`src/common/ssp_pkg.sv`:
```
// package: register map, field layout and states of the slave i2c port
// Function
// - the port joins bus traffic only while the enable bit is one
// - control bit enables the interrupt from finished transmissions
// - the two lowest slave address bits come from a control field
// - two read-only receive bytes hold master data, zero after reset
// - two writable transmit bytes are sent to the master, zero after reset
// - second transmit done flag sets when byte one is fully shifted out
// - first transmit done flag sets when byte zero is fully shifted out
// - second receive overflow flag sets when byte one is overrun
// - second receive done flag sets when byte one is received
// - first receive overflow flag sets when byte zero is overrun
// - first receive done flag sets when byte zero is received
// - writing zero clears a flag, writing one leaves it alone
package ssp_pkg;
	// ***************************
	// register offsets
	// ***************************
	localparam logic [7:0] ADDR_RX0   = 8'h1A;
	localparam logic [7:0] ADDR_RX1   = 8'h1B;
	localparam logic [7:0] ADDR_TX0   = 8'h1C;
	localparam logic [7:0] ADDR_TX1   = 8'h1D;
	localparam logic [7:0] ADDR_CTL   = 8'h1E;
	localparam logic [7:0] ADDR_FLAGS = 8'h1F;
	localparam logic [7:0] ADDR_ISTAT = 8'h18;
	localparam logic [7:0] ADDR_IMASK = 8'h19;
	// ***************************
	// field positions
	// ***************************
	localparam int CTL_EN = 3;
	localparam int CTL_IE = 2;
	localparam int FL_TX1 = 5;
	localparam int FL_TX0 = 4;
	localparam int FL_OV1 = 3;
	localparam int FL_RX1 = 2;
	localparam int FL_OV0 = 1;
	localparam int FL_RX0 = 0;
	// ***************************
	// reset values and constants
	// ***************************
	localparam logic [7:0] RST_BYTE  = 8'h00;
	localparam logic [5:0] RST_FLAGS = 6'h00;
	localparam logic [7:0] IDLE_BYTE = 8'hFF;
	// arbitrary default for the fixed upper address bits
	localparam logic [4:0] ADDR_HIGH_DEF = 5'h0A;
	typedef enum logic [2:0] {
		ST_IDLE,
		ST_ADDR,
		ST_AACK,
		ST_RX,
		ST_RACK,
		ST_TX,
		ST_TACK
	} ssp_state_e;
endpackage

```
`src/ssp_slave_port.sv`:
```
// slave i2c port with two receive and two transmit byte registers
`timescale 1ns/1ps
module ssp_slave_port
	import ssp_pkg::*;
#(
	parameter logic [4:0] ADDR_HIGH = ADDR_HIGH_DEF
) (
	// clock and reset
	input  wire logic       clk_i,
	input  wire logic       rst_i,
	// register port
	input  wire logic [7:0] addr_i,
	input  wire logic [7:0] wdata_i,
	input  wire logic       we_i,
	input  wire logic       re_i,
	output logic      [7:0] rdata_o,
	// interrupt
	output logic            irq_o,
	// i2c pins
	input  wire logic       scl_i,
	input  wire logic       sda_i,
	output logic            sda_o,
	output logic            sda_oe_o
);
	// ***************************
	// registers and state
	// ***************************
	logic [7:0] rx0;
	logic [7:0] rx1;
	logic [7:0] tx0;
	logic [7:0] tx1;
	logic [3:0] ctl;
	logic [5:0] flags;
	logic [5:0] istat;
	logic [5:0] imask;
	ssp_state_e state;
	ssp_state_e next_state;
	logic [2:0] cnt;
	logic [2:0] next_cnt;
	logic [7:0] shreg;
	logic [7:0] next_shreg;
	logic       full;
	logic       next_full;
	logic       rw;
	logic       next_rw;
	logic [1:0] idx;
	logic [1:0] next_idx;
	logic       next_oe;
	logic       rx_st;
	logic       tx_dn;
	logic [2:0] scl_sync;
	logic [2:0] sda_sync;
	logic [7:0] rd_mux;

	function automatic logic [7:0] tx_pick(input logic [1:0] i,
		input logic [7:0] b0, input logic [7:0] b1);
		if (i == 2'h0) begin
			return b0;
		end else if (i == 2'h1) begin
			return b1;
		end
		return IDLE_BYTE;
	endfunction

	// ***************************
	// pin synchronisers and bus events
	// ***************************
	always_ff @(posedge clk_i) begin
		if (rst_i) begin
			scl_sync <= 3'h7;
			sda_sync <= 3'h7;
		end else begin
			scl_sync <= {scl_sync[1:0], scl_i};
			sda_sync <= {sda_sync[1:0], sda_i};
		end
	end

	wire scl_s    = scl_sync[1];
	wire scl_d    = scl_sync[2];
	wire sda_s    = sda_sync[1];
	wire sda_d    = sda_sync[2];
	wire scl_rise = scl_s & ~scl_d;
	wire scl_fall = ~scl_s & scl_d;
	wire start_ev = scl_s & scl_d & sda_d & ~sda_s;
	wire stop_ev  = scl_s & scl_d & ~sda_d & sda_s;
	wire port_en  = ctl[CTL_EN];
	wire tx_ie    = ctl[CTL_IE];
	wire addr_hit = (shreg[7:1] == {ADDR_HIGH, ctl[1:0]});
	wire [7:0] rx_byte = {shreg[6:0], sda_s};
	wire [1:0] idx_inc = (idx == 2'h2) ? idx : idx + 2'h1;

	// ***************************
	// protocol state machine
	// ***************************
	always_comb begin
		next_state = state;
		next_cnt   = cnt;
		next_shreg = shreg;
		next_full  = full;
		next_rw    = rw;
		next_idx   = idx;
		rx_st      = 1'b0;
		tx_dn      = 1'b0;
		case (state)
			ST_ADDR: begin
				if (scl_rise) begin
					next_shreg = rx_byte;
					next_cnt   = cnt + 3'h1;
					next_full  = (cnt == 3'h7);
				end else if (scl_fall && full) begin
					next_full  = 1'b0;
					next_rw    = shreg[0];
					next_state = addr_hit ? ST_AACK : ST_IDLE;
				end
			end
			ST_AACK: begin
				if (scl_fall) begin
					next_cnt = 3'h0;
					next_idx = 2'h0;
					if (rw) begin
						next_state = ST_TX;
						next_shreg = tx_pick(2'h0, tx0, tx1);
					end else begin
						next_state = ST_RX;
					end
				end
			end
			ST_RX: begin
				if (scl_rise) begin
					next_shreg = rx_byte;
					next_cnt   = cnt + 3'h1;
					next_full  = (cnt == 3'h7);
					rx_st      = (cnt == 3'h7) && (idx != 2'h2);
				end else if (scl_fall && full) begin
					next_full  = 1'b0;
					next_state = ST_RACK;
				end
			end
			ST_RACK: begin
				if (scl_fall) begin
					next_state = ST_RX;
					next_cnt   = 3'h0;
					next_idx   = idx_inc;
				end
			end
			ST_TX: begin
				if (scl_fall) begin
					next_shreg = {shreg[6:0], 1'b1};
					next_cnt   = cnt + 3'h1;
					if (cnt == 3'h7) begin
						tx_dn      = (idx != 2'h2);
						next_state = ST_TACK;
					end
				end
			end
			ST_TACK: begin
				if (scl_rise && sda_s) begin
					next_state = ST_IDLE;
				end else if (scl_fall) begin
					next_state = ST_TX;
					next_cnt   = 3'h0;
					next_idx   = idx_inc;
					next_shreg = tx_pick(idx_inc, tx0, tx1);
				end
			end
			default: begin
				next_state = ST_IDLE;
			end
		endcase
		if (!port_en) begin
			next_state = ST_IDLE;
		end else if (start_ev) begin
			next_state = ST_ADDR;
			next_cnt   = 3'h0;
			next_full  = 1'b0;
		end else if (stop_ev) begin
			next_state = ST_IDLE;
		end
		// drive low for acks and zero data bits
		next_oe = (next_state == ST_AACK)
			| ((next_state == ST_RACK) & (next_idx != 2'h2))
			| ((next_state == ST_TX) & ~next_shreg[7]);
	end

	always_ff @(posedge clk_i) begin
		if (rst_i) begin
			state    <= ST_IDLE;
			cnt      <= 3'h0;
			shreg    <= RST_BYTE;
			full     <= 1'b0;
			rw       <= 1'b0;
			idx      <= 2'h0;
			sda_oe_o <= 1'b0;
			sda_o    <= 1'b0;
		end else begin
			state    <= next_state;
			cnt      <= next_cnt;
			shreg    <= next_shreg;
			full     <= next_full;
			rw       <= next_rw;
			idx      <= next_idx;
			sda_oe_o <= next_oe;
			sda_o    <= 1'b0;
		end
	end

	// ***************************
	// flag events
	// ***************************
	// byte order and overrun test
	wire st0 = rx_st & (idx == 2'h0);
	wire st1 = rx_st & (idx == 2'h1);
	wire [5:0] set_fl = {
		tx_dn & (idx == 2'h1),    // second transmit done
		tx_dn & (idx == 2'h0),    // first transmit done
		st1 & flags[FL_RX1],      // second overflow
		st1,                      // second receive done
		st0 & flags[FL_RX0],      // first overflow
		st0                       // first receive done
	};
	wire fl_wr  = we_i && (addr_i == ADDR_FLAGS);
	wire [5:0] fl_keep = fl_wr ? wdata_i[5:0] : 6'h3F;
	wire is_rd  = re_i && (addr_i == ADDR_ISTAT);

	// ***************************
	// register file
	// ***************************
	always_ff @(posedge clk_i) begin
		if (rst_i) begin
			rx0   <= RST_BYTE;
			rx1   <= RST_BYTE;
			tx0   <= RST_BYTE;
			tx1   <= RST_BYTE;
			ctl   <= 4'h0;
			flags <= RST_FLAGS;
			istat <= RST_FLAGS;
			imask <= RST_FLAGS;
		end else begin
			if (st0) begin
				rx0 <= rx_byte;
			end
			if (st1) begin
				rx1 <= rx_byte;
			end
			if (we_i && addr_i == ADDR_TX0) begin
				tx0 <= wdata_i;
			end
			if (we_i && addr_i == ADDR_TX1) begin
				tx1 <= wdata_i;
			end
			// enable, irq enable and address bits
			if (we_i && addr_i == ADDR_CTL) begin
				ctl <= wdata_i[3:0];
			end
			if (we_i && addr_i == ADDR_IMASK) begin
				imask <= wdata_i[5:0];
			end
			// hardware set wins over the clear
			flags <= (flags & fl_keep) | set_fl;
			istat <= (is_rd ? RST_FLAGS : istat) | set_fl;
		end
	end

	always_comb begin
		if (addr_i == ADDR_RX0) begin
			rd_mux = rx0;
		end else if (addr_i == ADDR_RX1) begin
			rd_mux = rx1;
		end else if (addr_i == ADDR_TX0) begin
			rd_mux = tx0;
		end else if (addr_i == ADDR_TX1) begin
			rd_mux = tx1;
		end else if (addr_i == ADDR_CTL) begin
			rd_mux = {4'h0, ctl};
		end else if (addr_i == ADDR_FLAGS) begin
			rd_mux = {2'h0, flags};
		end else if (addr_i == ADDR_ISTAT) begin
			rd_mux = {2'h0, istat};
		end else if (addr_i == ADDR_IMASK) begin
			rd_mux = {2'h0, imask};
		end else begin
			rd_mux = 8'h00;
		end
	end

	always_ff @(posedge clk_i) begin
		if (rst_i) begin
			rdata_o <= 8'h00;
			irq_o   <= 1'b0;
		end else begin
			rdata_o <= re_i ? rd_mux : 8'h00;
			irq_o   <= (tx_ie & (flags[FL_TX1] | flags[FL_TX0]))
				| (|(istat & imask));
		end
	end
endmodule

```
`config.mk`:
```
export PLATFORM = sky130hd
export DESIGN_NAME = ssp_slave_port
export DESIGN_NICKNAME = d
export VERILOG_FILES = /design/src/common/ssp_pkg.sv /design/src/ssp_slave_port.sv
export SDC_FILE = /design/constraint.sdc
export NUM_CORES = 1
export LEC_CHECK = 0
export BUFFER_PORTS_ARGS = -buffer_cell sky130_fd_sc_hd__buf_2
export CORE_MARGIN = 2
export CORE_UTILIZATION = 54
export CTS_CLUSTER_DIAMETER = 100
export DETAILED_ROUTE_END_ITERATION = 12
export PLACE_DENSITY = 0.87
export SETUP_SLACK_MARGIN = 0.02
export SKIP_LAST_GASP = 1
export SYNTH_ARGS = -nofsm -noshare
export SYNTH_HDL_FRONTEND = slang
export SYNTH_SLANG_ARGS = --single-unit
```
`constraint.sdc`:
```
create_clock -name clk_i -period 1.7 [get_ports clk_i]
set_input_delay 0.085 -clock clk_i [delete_from_list [all_inputs] [get_ports clk_i]]
set_output_delay 0.085 -clock clk_i [all_outputs]
set_load 0.02 [all_outputs]
```
==> qor.json <==
{
  "clock_skew_ps": 12.1,
  "worst_slew_margin_rel_pct": 63.3,
  "post_drt_wl_per_cell_um": 18.5,
  "design.final.nets": 613,
  "num_antenna_cells": 0,
  "postSynth.topFlopCell": "sky130_fd_sc_hd__dfxtp_1",
  "yosysWarningCount": 0,
  "initial_antenna_violation_count": 0,
  "endpoint_of_the_most_critical_setup_path": "sda_oe_o",
  "synth_top_cells_by_area": "sky130_fd_sc_hd__dfxtp_1, sky130_fd_sc_hd__mux2i_1, sky130_fd_sc_hd__a21oi_1",
  "synth-edff-count": 0,
  "floorplan.rows": 33,
  "postSynthRegisterBits": 88,
  "drtPass1Iterations": 9,
  "initial_standard_cell_utilization_of_the_core_pct": 54.9,
  "cts-root-buf": "sky130_fd_sc_hd__clkbuf_8",
  "power.leakage_nw": 2.18,
  "tightestPinTransition_ps": 550,
  "total_global_routing_track_utilization_pct": 28.6,
  "grt.overflow.total": 0,
  "pin_count_of_the_biggest_net_entering_global_routing": 55,
  "critical_path.reg2reg.endpoint": "sda_oe_o",
  "synthCells": 523,
  "r2r_depth": 7,
  "synthMostInstantiatedCell": "sky130_fd_sc_hd__dfxtp_1",
  "worst-endpoint-required_ps": 1990,
  "routabilityCongestion": 0.983,
  "status": "finished, final reports clean",
  "synthesis.area_sq_um": 4440,
  "die_width_um": 94.7,
  "num_vias": 4411,
  "tritoncts": "done",
  "hpwlAfterDp_um": 9110,
  "drt-vias-per-instance": 6.36,
  "ff2ff_setup_slack_ps": 40,
  "routed_wl_um": 12800,
  "synth-seq-area-share_pct": 39.7,
  "clk_transition_reported_paths_ps": 100,
  "final.min_clock_period_ps": 1660,
  "layout_worst_path_cycle_share_pct": 97.9,
  "utilization_pct": 66.5,
  "layout-area-overhead-vs-synth_pct": 21.1,
  "worst_ir_drop_vdd_uv": 489,
  "first_global_vias": 3982,
  "hold_path_depth": 3,
  "crit_fanout": 6,
  "timing_max_transition_violations_final": 0,
  "setup.worst_path.end_class": "flip-flop",
  "number_of_design_rule_violations_left_after_detail_routing": 0,
  "power-per-cell-area_nw_per_um2": 698,
  "synthDominantAreaCellType": "sky130_fd_sc_hd__dfxtp_1",
  "postSynthAreaPerCell_sq_um": 8.50,
  "worstSetupStartpoint": "state[2]",
  "cts_max_level": 3,
  "place.detailed.instances": 670,
  "start_kind": "flip-flop",
  "worstSkewPairLatency_ps": 370,
  "grt_setup_unrepaired": "true",
  "drtAntennaViolNets": 0,
  "worstReg2RegStart": "state[2]",
  "core_area_sq_um": 8090,
  "drive_gt1_share_pct": 24.4,
  "synth_cell_type_count": 57,
  "non_filler_instance_count_after_layout": 694,
  "max-cap-violations": 0,
  "drt-initial-drc-count": 407,
  "synth_common_cells": "sky130_fd_sc_hd__dfxtp_1, sky130_fd_sc_hd__nor2_1, sky130_fd_sc_hd__a21oi_1",
  "tritoncts.num_buffers": 9,
  "setup_viol_count_final": 0,
  "clock.fmax_ghz": 0.601,
  "fp.dieH_um": 94.7,
  "final-hold-violation-count": 0,
  "mappedNetlistNets": 552,
  "proportion_of_synthesized_flip_flops_having_asynchronous_set_or_reset_pct": 0,
  "die-area_sq_um": 8970,
  "cts_max_path_buffers": 2,
  "io_pins": 33,
  "critPathArrivalTime_ps": 1960,
  "placement.io_buffers": 31,
  "fillCellCount": 643,
  "netlist.area_leader.share_pct": 39.7,
  "clock_sinks": 88,
  "first_pass_grt_wire_length_um": 19900,
  "critPathKind": "reg -> reg",
  "worst_hold_path_type": "in -> reg"
}
==> cell usage in the layout, fill, tap and decap left out, types with 8 or more instances in the layout <==
cell,synthesis,layout
sky130_fd_sc_hd__buf_4,4,42
sky130_fd_sc_hd__nor2_1,58,57
sky130_fd_sc_hd__mux2i_1,42,41
sky130_fd_sc_hd__buf_2,16,31
sky130_fd_sc_hd__nor2b_1,12,9
sky130_fd_sc_hd__dfxtp_1,88,80
sky130_fd_sc_hd__nand2_1,44,44
sky130_fd_sc_hd__clkbuf_8,0,9
sky130_fd_sc_hd__nand2b_1,14,13
sky130_fd_sc_hd__o21ai_0,33,32
sky130_fd_sc_hd__nor3_1,8,8
sky130_fd_sc_hd__a21oi_1,50,49
sky130_fd_sc_hd__a22oi_1,11,11
==> state kept, by name, summed over array words and instances, names as in the netlist, 4 cells and up <==
name / cells
rdata_o: 8
rx0: 8
rx1: 8
shreg: 8
tx0: 8
tx1: 8
flags: 6
imask: 6
istat: 6
ctl: 4
==> cell families after synthesis <==
family | Yosys count | share of synthesized area [%]
AOI/OAI and AO/OA | 155 | 22.1
xor gates and xnor gates | 3 | 0.591
adders and majority gates | 7 | 1.97
buffers and inverters | 43 | 4.42
DFF | 88 | 39.7
muxes | 42 | 9.46
other | 1 | 0.0844
and+or+nand+nor | 184 | 21.7
==> per-layer routing <==
| layer | up-vias | routed length, um | track usage [%] |
|---|---|---|---|
| met2 | 244 | 5940 | 43.8 |
| met3 | 50 | 1100 | 5.59 |
| met5 | - | 0 | 0 |
| met4 | 0 | 421 | 12.4 |
| li1 | 2025 | - | - |
| met1 | 2092 | 5370 | 39.2 |
==> worst max-delay path, cell delays in order (launching register included) <==
cell and delay [ps]:
sky130_fd_sc_hd__dfxtp_4 380, sky130_fd_sc_hd__clkbuf_2 160, sky130_fd_sc_hd__and3b_2 260, sky130_fd_sc_hd__a2bb2oi_2 140, sky130_fd_sc_hd__buf_4 140, sky130_fd_sc_hd__a211oi_2 200
sky130_fd_sc_hd__nand4_1 130, sky130_fd_sc_hd__o22ai_1 190
==> layout make-up <==
| type | count | area, sq um | share of cell area (%) |
|---|---|---|---|
| inverter | 9 | 33.8 | 0.628 |
| tap | 105 | 131 | 2.44 |
| timing repair buffer | 84 | 599 | 11.1 |
| clock buffer | 9 | 124 | 2.30 |
| clock inverter | 7 | 68.8 | 1.28 |
| multi-input combinational | 392 | 2650 | 49.2 |
| sequential | 88 | 1770 | 33.0 |
==> timing repair <==
item / in CTS / in global routing
pin swaps: 0 / 10
hold buffers: 5 / 0
cloned: 0 / 0
gates resized for setup: 8 / 37
endpoints found under the setup margin: 4 / 17
endpoints found under the hold margin: 6 / 0
setup buffers: 0 / 3
==> per-stage QoR <==
step	setup slack (ps)	instance area [sq um]	power (mW)	hold slack [ps]	setup TNS, ps
6_report	35.0	5380	3.75	16.2	0
4_1_cts	50.5	5210	3.77	1.28	0
3_5_place_dp	9.17	4940	2.34	272	0
2_1_floorplan	33.2	4460	2.25	189	0
5_1_grt	-34.3	5380	3.89	4.45	-79.6
3_3_place_gp	16.3	4940	2.34	269	0
==> report_power, final <==
group	internal (mW)	switching, mW
logic	0.0914	0.154
registers	2.06	0.00601
clock network	0.578	0.859
==> worst min-delay path by stage <==
stage	slack (ps)	endpoint	start
6_report	20	tx1[4]	wdata_i[4]
5_1_grt	4	tx1[4]	wdata_i[4]
4_1_cts	1	tx1[5]	wdata_i[5]
3_5_place_dp	270	sda_sync[0]	sda_i
3_3_place_gp	270	scl_sync[0]	scl_i
2_1_floorplan	190	scl_sync[0]	scl_i
Note: power is estimated with default switching activity, not from simulation.
